**src/hw/frr_pkg.sv**
```systemverilog
package frr_pkg;
    // Response byte layout
    localparam int RESP_HI  = 7;
    localparam int RESP_LO  = 6;
    localparam int RETRY_HI = 5;
    localparam int RETRY_LO = 3;
    localparam int DLY_HI   = 2;
    localparam int DLY_LO   = 0;

    // Response codes
    localparam logic [1:0] RESP_IGNORE = 2'h0;
    localparam logic [1:0] RESP_RUNON  = 2'h1;
    localparam logic [1:0] RESP_OFF    = 2'h2;
    localparam logic [1:0] RESP_LATCH  = 2'h3;

    // Retry codes
    localparam logic [2:0] RETRY_NONE = 3'h0;
    localparam logic [2:0] RETRY_CONT = 3'h7;

    // Delay unit count width, enough for 128 units
    localparam int         UNITS_W   = 8;
    localparam logic [7:0] UNITS_ONE = 8'h01;

    // Clock and default time unit
    localparam int CLK_PERIOD_NS = 50;
    localparam int UNIT_NS       = 1000000;
    localparam int UNIT_CYC      = (UNIT_NS + CLK_PERIOD_NS - 1) / CLK_PERIOD_NS;

    // Sequencer states, one-hot
    typedef enum logic [4:0] {
        ST_RUN   = 5'h01,
        ST_GRACE = 5'h02,
        ST_WAIT  = 5'h04,
        ST_TRY   = 5'h08,
        ST_LATCH = 5'h10
    } frr_state_t;
endpackage : frr_pkg

```
**src/hw/frr_timer.sv**
```systemverilog
`timescale 1ns/1ps
module frr_timer #(
    parameter int UNIT_CYC = frr_pkg::UNIT_CYC
) (
    input  wire logic       clk_sys, // System clock
    input  wire logic       rstn,    // Sync reset, low
    input  wire logic       load,    // Start a new delay
    input  wire logic [2:0] dly,     // Delay field
    output logic            done     // One-cycle pulse at the end
);
    logic [31:0]                  pre;
    logic [frr_pkg::UNITS_W-1:0]  units;
    logic                         busy;
    wire                          unit_end = (pre == 32'(UNIT_CYC - 1));
    wire                          last     = unit_end && (units == frr_pkg::UNITS_ONE);

    // Prescaler and unit countdown; a load restarts a running delay
    always_ff @(posedge clk_sys) begin
        if (!rstn) begin
            pre   <= 32'h0;
            units <= 8'h0;
            busy  <= 1'b0;
            done  <= 1'b0;
        end else if (load) begin
            pre   <= 32'h0;
            units <= frr_pkg::UNITS_ONE << dly;
            busy  <= 1'b1;
            done  <= 1'b0;
        end else begin
            pre   <= (busy && !unit_end) ? pre + 32'h1 : 32'h0;
            units <= (busy && unit_end) ? units - 8'h1 : units;
            busy  <= busy && !last;
            done  <= busy && last;
        end
    end
endmodule : frr_timer

```
**src/hw/frr_retry_ctr.sv**
```systemverilog
`timescale 1ns/1ps
module frr_retry_ctr (
    input  wire logic       clk_sys, // System clock
    input  wire logic       rstn,    // Sync reset, low
    input  wire logic       clr,     // Back to zero
    input  wire logic       inc,     // One more attempt
    input  wire logic [2:0] limit,   // Attempts allowed
    output logic [2:0]      count,   // Attempts made
    output logic            spent    // All attempts used
);
    assign spent = (count >= limit);

    // Clear wins, a fresh fault always gets the full allowance
    always_ff @(posedge clk_sys) begin
        if (!rstn || clr) begin
            count <= 3'h0;
        end else if (inc && !spent) begin
            count <= count + 3'h1;
        end
    end
endmodule : frr_retry_ctr

```
**src/hw/frr_seq.sv**
```systemverilog
`timescale 1ns/1ps
module frr_seq #(
    parameter int UNIT_CYC = frr_pkg::UNIT_CYC
) (
    input  wire logic       clk_sys,      // System clock, 20 MHz
    input  wire logic       rstn,         // Sync reset, low
    input  wire logic [7:0] resp_cfg,     // Response byte
    input  wire logic       fault_in,     // Fault condition, level
    input  wire logic       ctrl_on,      // Control pin asks for on
    input  wire logic       op_on,        // Operation command asks for on
    input  wire logic       clr_bit,      // Per-bit status clear, pulse
    input  wire logic       clr_all,      // Clear-faults command, pulse
    input  wire logic       fault_reset,  // Reset input, level
    output logic            out_en,       // Output stage enable
    output logic            fault_latch,  // Fault status bit
    output logic            held_off,     // Held off until cleared
    output logic [2:0]      attempts,     // Restart attempts made
    output logic            retrying      // Retry sequence active
);
    frr_pkg::frr_state_t st;
    frr_pkg::frr_state_t next_st;

    logic en_prev;
    logic try_fail;
    logic tmr_load;
    logic tmr_done;
    logic ctr_inc;
    logic ctr_clr;
    logic spent;
    logic [2:0] cnt;

    // Field decode
    wire [1:0] resp  = resp_cfg[frr_pkg::RESP_HI:frr_pkg::RESP_LO];
    wire [2:0] retry = resp_cfg[frr_pkg::RETRY_HI:frr_pkg::RETRY_LO];
    wire [2:0] dly   = resp_cfg[frr_pkg::DLY_HI:frr_pkg::DLY_LO];

    // Continuous retry is not offered; that code behaves as no retry
    wire [2:0] limit = (retry == frr_pkg::RETRY_CONT) ? frr_pkg::RETRY_NONE : retry;
    wire       no_retry = (limit == frr_pkg::RETRY_NONE);

    // Enable is the pin and the command combined
    wire enable  = ctrl_on && op_on;
    wire en_rise = enable && !en_prev;

    // Any clearing event
    wire clr_any = clr_bit || clr_all || fault_reset || en_rise;

    // A fault counts only while the output is actually on
    wire fault_ev = fault_in && out_en && !fault_reset;

    wire s_run   = (st == frr_pkg::ST_RUN);
    wire s_grace = (st == frr_pkg::ST_GRACE);
    wire s_wait  = (st == frr_pkg::ST_WAIT);
    wire s_try   = (st == frr_pkg::ST_TRY);
    wire s_latch = (st == frr_pkg::ST_LATCH);

    // An attempt fails if the fault shows at any time while it runs
    wire next_fail = s_try && !tmr_done && (try_fail || fault_in);

    wire try_bad   = try_fail || fault_in;

    // Next state and timer and counter controls
    always_comb begin
        next_st  = st;
        tmr_load = 1'b0;
        ctr_inc  = 1'b0;
        ctr_clr  = 1'b0;
        if (clr_any) begin
            next_st = frr_pkg::ST_RUN;
            ctr_clr = 1'b1;
        end else begin
            unique case (st)
                frr_pkg::ST_RUN: begin
                    if (fault_ev) begin
                        unique case (resp)
                            frr_pkg::RESP_IGNORE: begin
                                next_st = frr_pkg::ST_RUN;
                            end
                            frr_pkg::RESP_RUNON: begin
                                next_st  = frr_pkg::ST_GRACE;
                                tmr_load = 1'b1;
                            end
                            frr_pkg::RESP_OFF: begin
                                next_st  = no_retry ? frr_pkg::ST_LATCH
                                                    : frr_pkg::ST_WAIT;
                                tmr_load = !no_retry;
                            end
                            frr_pkg::RESP_LATCH: begin
                                next_st = frr_pkg::ST_LATCH;
                            end
                        endcase
                    end
                end
                frr_pkg::ST_GRACE: begin
                    if (tmr_done && fault_in) begin
                        next_st  = no_retry ? frr_pkg::ST_LATCH
                                            : frr_pkg::ST_WAIT;
                        tmr_load = !no_retry;
                    end else if (tmr_done) begin
                        next_st = frr_pkg::ST_RUN;
                    end
                end
                frr_pkg::ST_WAIT: begin
                    if (tmr_done) begin
                        next_st  = frr_pkg::ST_TRY;
                        tmr_load = 1'b1;
                        ctr_inc  = 1'b1;
                    end
                end
                frr_pkg::ST_TRY: begin
                    if (tmr_done && try_bad && spent) begin
                        next_st = frr_pkg::ST_LATCH;
                    end else if (tmr_done && try_bad) begin
                        next_st  = frr_pkg::ST_TRY;
                        tmr_load = 1'b1;
                        ctr_inc  = 1'b1;
                    end else if (tmr_done) begin
                        next_st = frr_pkg::ST_RUN;
                        ctr_clr = 1'b1;
                    end
                end
                frr_pkg::ST_LATCH: begin
                    next_st = frr_pkg::ST_LATCH;
                end
                default: begin
                    next_st = frr_pkg::ST_LATCH;
                end
            endcase
        end
    end

    // Output follows the next state, so a shutdown lands one edge after the fault
    wire ns_on   = (next_st == frr_pkg::ST_RUN) || (next_st == frr_pkg::ST_GRACE);
    wire ns_try  = (next_st == frr_pkg::ST_TRY);
    wire ns_fail = ns_try && !tmr_load && next_fail;
    wire next_on = enable && (ns_on || (ns_try && !ns_fail));

    // Status bit: a new fault wins over a bit or command clear in the same cycle, but the reset input wins over a fault
    wire fault_set    = fault_ev && (resp != frr_pkg::RESP_IGNORE);
    wire next_flatch  = fault_set || (fault_latch && !clr_any);

    wire next_held    = (next_st == frr_pkg::ST_LATCH);
    wire next_retry   = (next_st == frr_pkg::ST_WAIT) || ns_try;

    // State and output registers
    always_ff @(posedge clk_sys) begin
        if (!rstn) begin
            st          <= frr_pkg::ST_RUN;
            en_prev     <= 1'b0;
            try_fail    <= 1'b0;
            out_en      <= 1'b0;
            fault_latch <= 1'b0;
            held_off    <= 1'b0;
            retrying    <= 1'b0;
        end else begin
            st          <= next_st;
            en_prev     <= enable;
            try_fail    <= ns_fail;
            out_en      <= next_on;
            fault_latch <= next_flatch;
            held_off    <= next_held;
            retrying    <= next_retry;
        end
    end

    // Attempts counter output is registered inside the counter
    assign attempts = cnt;

    frr_timer #(
        .UNIT_CYC (UNIT_CYC)
    ) u_timer (
        .clk_sys (clk_sys),
        .rstn    (rstn),
        .load    (tmr_load),
        .dly     (dly),
        .done    (tmr_done)
    );

    frr_retry_ctr u_ctr (
        .clk_sys (clk_sys),
        .rstn    (rstn),
        .clr     (ctr_clr),
        .inc     (ctr_inc),
        .limit   (limit),
        .count   (cnt),
        .spent   (spent)
    );
endmodule : frr_seq

```
**config.mk**
```make
export PLATFORM = sky130hd
export DESIGN_NAME = frr_seq
export DESIGN_NICKNAME = d
export VERILOG_FILES = /design/src/hw/frr_pkg.sv /design/src/hw/frr_timer.sv /design/src/hw/frr_retry_ctr.sv /design/src/hw/frr_seq.sv
export SDC_FILE = /design/constraint.sdc
export NUM_CORES = 1
export LEC_CHECK = 0
export ABC_CLOCK_PERIOD_IN_PS = 2800
export BUFFER_PORTS_ARGS = -buffer_cell sky130_fd_sc_hd__buf_2
export CAP_MARGIN = 20
export CORE_MARGIN = 1
export CORE_UTILIZATION = 35
export CTS_CLUSTER_DIAMETER = 40
export DETAILED_ROUTE_END_ITERATION = 10
export SLEW_MARGIN = 20
export SYNTH_ARGS = -nofsm -noshare
export SYNTH_HDL_FRONTEND = slang
export SYNTH_SLANG_ARGS = --single-unit
```
**constraint.sdc**
```tcl
create_clock -name clk_sys -period 2.8 [get_ports clk_sys]
set_input_delay 0.14 -clock clk_sys [delete_from_list [all_inputs] [get_ports clk_sys]]
set_output_delay 0.14 -clock clk_sys [all_outputs]
set_load 0.05 [all_outputs]
```
==> results of run 1 <==
[sequential cells by signal (all words and copies together) (netlist names)]
signal / flops
en_prev: 1
fault_latch: 1
held_off: 1
out_en: 1
retrying: 1
st: 5
try_fail: 1
u_ctr.count: 3
u_timer.busy: 1
u_timer.done: 1
u_timer.pre: 32
u_timer.units: 8
[Yosys cell counts, types with 10 or more instances]
master,number,area share
inv_1,10,0.012
dfxtp_1,56,0.35
nand2_1,27,0.032
and3_1,11,0.022
nor3_1,19,0.030
a21oi_1,11,0.017
ha_1,11,0.043
xnor2_1,11,0.030
xor2_1,27,0.075
nand4_1,12,0.024
nand3_1,20,0.032
nor2_1,50,0.059
[kinds of logic after synthesis]
logic type,count (synthesis),synth area share
AOI/OAI and AO/OA,44,0.106
xor gates and xnor gates,38,0.105
adders and majority gates,11,0.0434
buffers and inverters,25,0.0446
DFF,56,0.354
muxes,1,0.00316
and+or+nand+nor,188,0.344
[report_power, final]
group / switching (mW) / internal [mW]
clock network: 0.267 / 0.175
registers: 0.00145 / 0.797
logic: 0.0401 / 0.0232
total: 0.309 / 0.996
[metal layers]
layer / routed length (µm) / vias up / part of all wire
met3: 142 / 8 / 0.022
met5: 0 / - / 0
met2: 2950 / 36 / 0.46
met4: 85 / 0 / 0.013
li1: - / 1333 / -
met1: 3170 / 1201 / 0.50
[final cells by class]
type	count	area (µm²)	area share
multi-input combinational	282	1910	0.556
sequential	56	1120	0.327
timing repair buffer	25	145	0.0423
tap	108	135	0.0394
clock buffer	5	68.8	0.0201
inverter	10	37.5	0.0109
clock inverter	2	16.3	0.00474
[critical path, cell delays in order (launching register included)]
cell      delay (ps)
dfxtp_1          440
ha_1             260
nor3b_1          290
nand4_2          190
nor4_4           560
nand2_1          130
or2_1            230
a311oi_1         240
[worst paths after layout]
check,to,cells after the start
worst max-delay path,u_timer.units[3],7
worst min register to register,u_timer.pre[4],2
worst min-delay path,en_prev,3
worst max register to register,u_timer.units[3],7
==> results.txt, run 1 <==
Status = completed
Final hold vios = 0
Post-Synthesis Cells = 363
Syn Area/Cell = 8.73 µm²
Vias = 2578
Worst setup path startpoint = u_timer.pre[0]
Grt peak-use layer = met2
Clock Tree Root = clkbuf_8
Total GRT Usage = 0.141
P&R area growth vs syn = 8.25%
Max clock buf depth = 2
Worst setup SP type = register
CORE AREA = 0.00876 mm²
Final Max Tran Viols = 0
Port Buffers = 22
Commonest non-fill, non-tap cell in the layout = dfxtp_1
Cell area after synthesis = 0.00317 mm²
Most frequent cells in the layout = dfxtp_1, nor2_1, nand2_1, xor2_1, buf_2
DRC viols = 0
Max Cap Violations = 0
Worst Path Required = 3020 ps
Critical Path Sink Type = register
Setup CP Type = register to register
Largest net degree at the start of global routing = 34
Pleak = 1.21 nW
Initial antenna violation count = 0
Synth Flop Type = dfxtp_1
Hold slack = 95.2 ps
Final min period = 2420 ps
Vias per std cell = 5.28
YS warnings = 0
Filler Cells Inserted = 928
Total CTS buffers = 5
Worst EP arrival = 2630 ps
Post-synth ARST share = 0
Initial Util = 0.362
Worst rel slew slack = 0.388
Hold Crit Class = input port to register
Post-synth net total = 390
Layout Cells excl Fill = 488
Gp weighted congestion = 0.842
Share of post-route cells with drive strength above 1 = 0.129
CTS tree = done
# placed instances = 481
Pre-CTS setup slack = 396 ps
Setup TNS = 0 ps
Crit path max fanout = 9
Site Rows = 34
DP Wirelength = 4.71 mm
Final setup viols = 0
Final #Nets = 407
DRT Wirelength = 6.35 mm
Antenna Nets Post-Route = 0
Hold path start = op_on
RSZ-0062 raised after global routing = no
H-tree depth = 2
Clock skew = 15.8 ps
Vias in the first global route = 2465
Drt pass-1 iters = 4
Sequential share of the synthesized area = 0.354
# hold bufs at CTS = 0
Slew of the pin with the lowest slew margin = 895 ps
Max Clock Freq = 0.414 GHz
DIE HEIGHT = 97.1 µm
Power Total = 1.30 mW
WL/cell = 13.0 µm
VDD IR max = 0.309 mV
Finished Core Util = 0.391
Synth Register Bits = 56
Met2 usage in global routing = 0.241
Initial drt markers = 98
Number of synthesized flops with an enable pin = 0
Total gr overflow = 0
Clock Sinks = 56
Worst-Skew Late Latency = 310 ps
Die area = 0.00944 mm²
Post-cts resize count = 0
Met3 Use GR = 0.0230
Synth cell types = 59
Setup WS post-layout = 384 ps
Setup repair bufs after CTS = 0
Die X = 97.1 µm
Final worst-path cycle share = 0.863
R2R setup slack = 380 ps
Ports = 23
PwrDens = 380 mW/mm²
Placement Cell Area = 0.00334 mm²
Global-route wire length before repair = 11.3 mm
Reg2reg start = u_timer.pre[0]
Worst-path clk slew = 110 ps
Antenna cells = 0
M1 GR Usage = 0.186
Final instance area = 0.00343 mm²
(Power assumes the default switching activity.)
==> run 2, diff against run 1 <==
--- a/config.mk
+++ b/config.mk
@@ -12,6 +12,7 @@
 export CORE_UTILIZATION = 35
 export CTS_CLUSTER_DIAMETER = 40
 export DETAILED_ROUTE_END_ITERATION = 10
+export RECOVER_POWER = 100
 export SLEW_MARGIN = 20
 export SYNTH_ARGS = -nofsm -noshare
 export SYNTH_HDL_FRONTEND = slang
==> results.txt, run 2 (synthesis results as in run 1) <==
Largest stage delay, worst path = 590 ps (+30 ps)
Final Max Tran Viols = 0 (unchanged)
Ports = 23 (unchanged)
PwrDens = 385 mW/mm² (+1.2%)
Global-route wire length before repair = 11.3 mm (unchanged)
Slowest CP cell = or4b_1
Vias per std cell = 5.29 (+0.19%)
Vias = 2583 (+0.19%)
Port Buffers = 22 (unchanged)
Worst-path clk slew = 110 ps (about the same)
Slew of the pin with the lowest slew margin = 843 ps (-51.5 ps)
Critical Path Sink Type = register
Pleak = 1.17 nW (-4.0%)
Commonest non-fill, non-tap cell in the layout = dfxtp_1
Max clock buf depth = 2 (unchanged)
Max Cap Violations = 0 (unchanged)
Placement Cell Area = 0.00334 mm² (unchanged)
Antenna Nets Post-Route = 0 (unchanged)
Die area = 0.00944 mm² (unchanged)
Worst-Skew Late Latency = 310 ps (about the same)
Clock power share = 0.339 (about the same)
Clock skew = 16.3 ps (+0.550 ps)
Final setup viols = 0 (unchanged)
DRC viols = 0 (unchanged)
CP delay by family, top = simple AND/OR/NAND/NOR gates
Finished Core Util = 0.386 (-0.00557)
Final instance area = 0.00338 mm² (-1.4%)
Crit path max fanout = 9 (unchanged)
Clock Sinks = 56 (unchanged)
Status = completed
DIE HEIGHT = 97.1 µm (unchanged)
H-tree depth = 2 (unchanged)
Final #Nets = 407 (unchanged)
Initial drt markers = 122 (+24%)
Worst Path Required = 3010 ps (about the same)
Switching share of total power = 0.236 (-0.000885)
Antenna cells = 0 (unchanged)
Initial Util = 0.362 (unchanged)
Most frequent cells in the layout = dfxtp_1, nor2_1, nand2_1, xor2_1, nand3_1
WL/cell = 13.0 µm (+0.14%)
Total CTS buffers = 5 (unchanged)
Clock Tree Root = clkbuf_8
CP Buf/Inv Count = 0 (unchanged)
Largest net degree at the start of global routing = 34 (unchanged)
Die X = 97.1 µm (unchanged)
Critical-path cell list = or4b_1, nor4_1, a21oi_1, o211ai_1, o21ai_1, a32o_1
Hold Crit Class = input port to register
# hold bufs at CTS = 0 (unchanged)
Power Total = 1.30 mW (-0.21%)
Logic pwr share = 0.047 (-0.002)
Switching pwr = 0.307 mW (-0.59%)
Worst setup SP type = register
Int Power = 0.995 mW (about the same)
Max FFs per register = 32 (unchanged)
Final min period = 2470 ps (+51.8 ps)
DRT Wirelength = 6.36 mm (+0.14%)
DP Wirelength = 4.71 mm (unchanged)
Worst EP arrival = 2680 ps (+50 ps)
Drt pass-1 iters = 4 (unchanged)
Total gr overflow = 0 (unchanged)
Vias in the first global route = 2465 (unchanged)
Largest Register = u_timer.pre
Final worst-path cycle share = 0.881 (+0.0185)
RSZ-0062 raised after global routing = no
CTS tree = done
Initial antenna violation count = 0 (unchanged)
P&R area growth vs syn = 6.71%
Setup WS post-layout = 333 ps (-51.8 ps)
Final hold vios = 0 (unchanged)
Share of post-route cells with drive strength above 1 = 0.0921 (-0.0368)
Total GRT Usage = 0.141 (unchanged)
Gp weighted congestion = 0.842 (unchanged)
Setup CP Type = register to register
Flop pwr share = 0.614 (+0.002)
Max Clock Freq = 0.405 GHz (-2.1%)
Largest registers = u_timer.pre (32), u_timer.units (8), st (5)
Worst rel slew slack = 0.423 (+0.0352)
CORE AREA = 0.00876 mm² (unchanged)
VDD IR max = 0.308 mV (-0.29%)
Site Rows = 34 (unchanged)
Post-cts resize count = 0 (unchanged)
Setup repair bufs after CTS = 0 (unchanged)
Pre-CTS setup slack = 396 ps (unchanged)
Setup TNS = 0 ps (unchanged)
[run 2: final timing paths]
path                   from  depth (start not counted)  slack (ps)        endpoint
max                   st[1]                          6         330          out_en
min reg2reg  u_timer.pre[4]                          2         510  u_timer.pre[4]
max reg2reg           st[1]                          6         330          out_en
min                   op_on                          3         100         en_prev
[run 2: metal layers]
layer  track usage  up-vias  wire, µm
met3        0.0230        6       138
met1         0.186     1214      3160
li1              -     1333         -
met4        0.0356        0        65
met2         0.241       30      3000
met5             0        -         0
[run 2: power groups by stage]
stage                     combinational [mW]  sequential, mW  clock (mW)
after CTS                             0.0637           0.799       0.458
after global routing                  0.0698           0.799       0.491
final                                 0.0613           0.799       0.442
after global placement                0.0623           0.817           0
after floorplan                       0.0351           0.819           0
after detailed placement              0.0633           0.817           0
[run 2: stage by stage]
stage                     hold WS [ps]  cells
after CTS                         98.5    488
after global routing               132    488
final                             95.6    488
after floorplan                    304    363
after detailed placement           430    481
after global placement             430    481
[run 2: final cells by class]
class	instances	area, µm²
well taps	108	135
repair buffers	25	135
clock inverters	2	16.3
multi-input cells	282	1870
flip-flops and latches	56	1120
inverters	10	37.5
clock buffers	5	68.8
fillers	942	5380
[run 2: worst register-to-register path, stage by stage (launching register included)]
cell	delay (ps)
dfxtp_1	420
or4b_1	590
nor4_1	510
a21oi_1	150
o211ai_1	320
o21ai_1	120
a32o_1	260
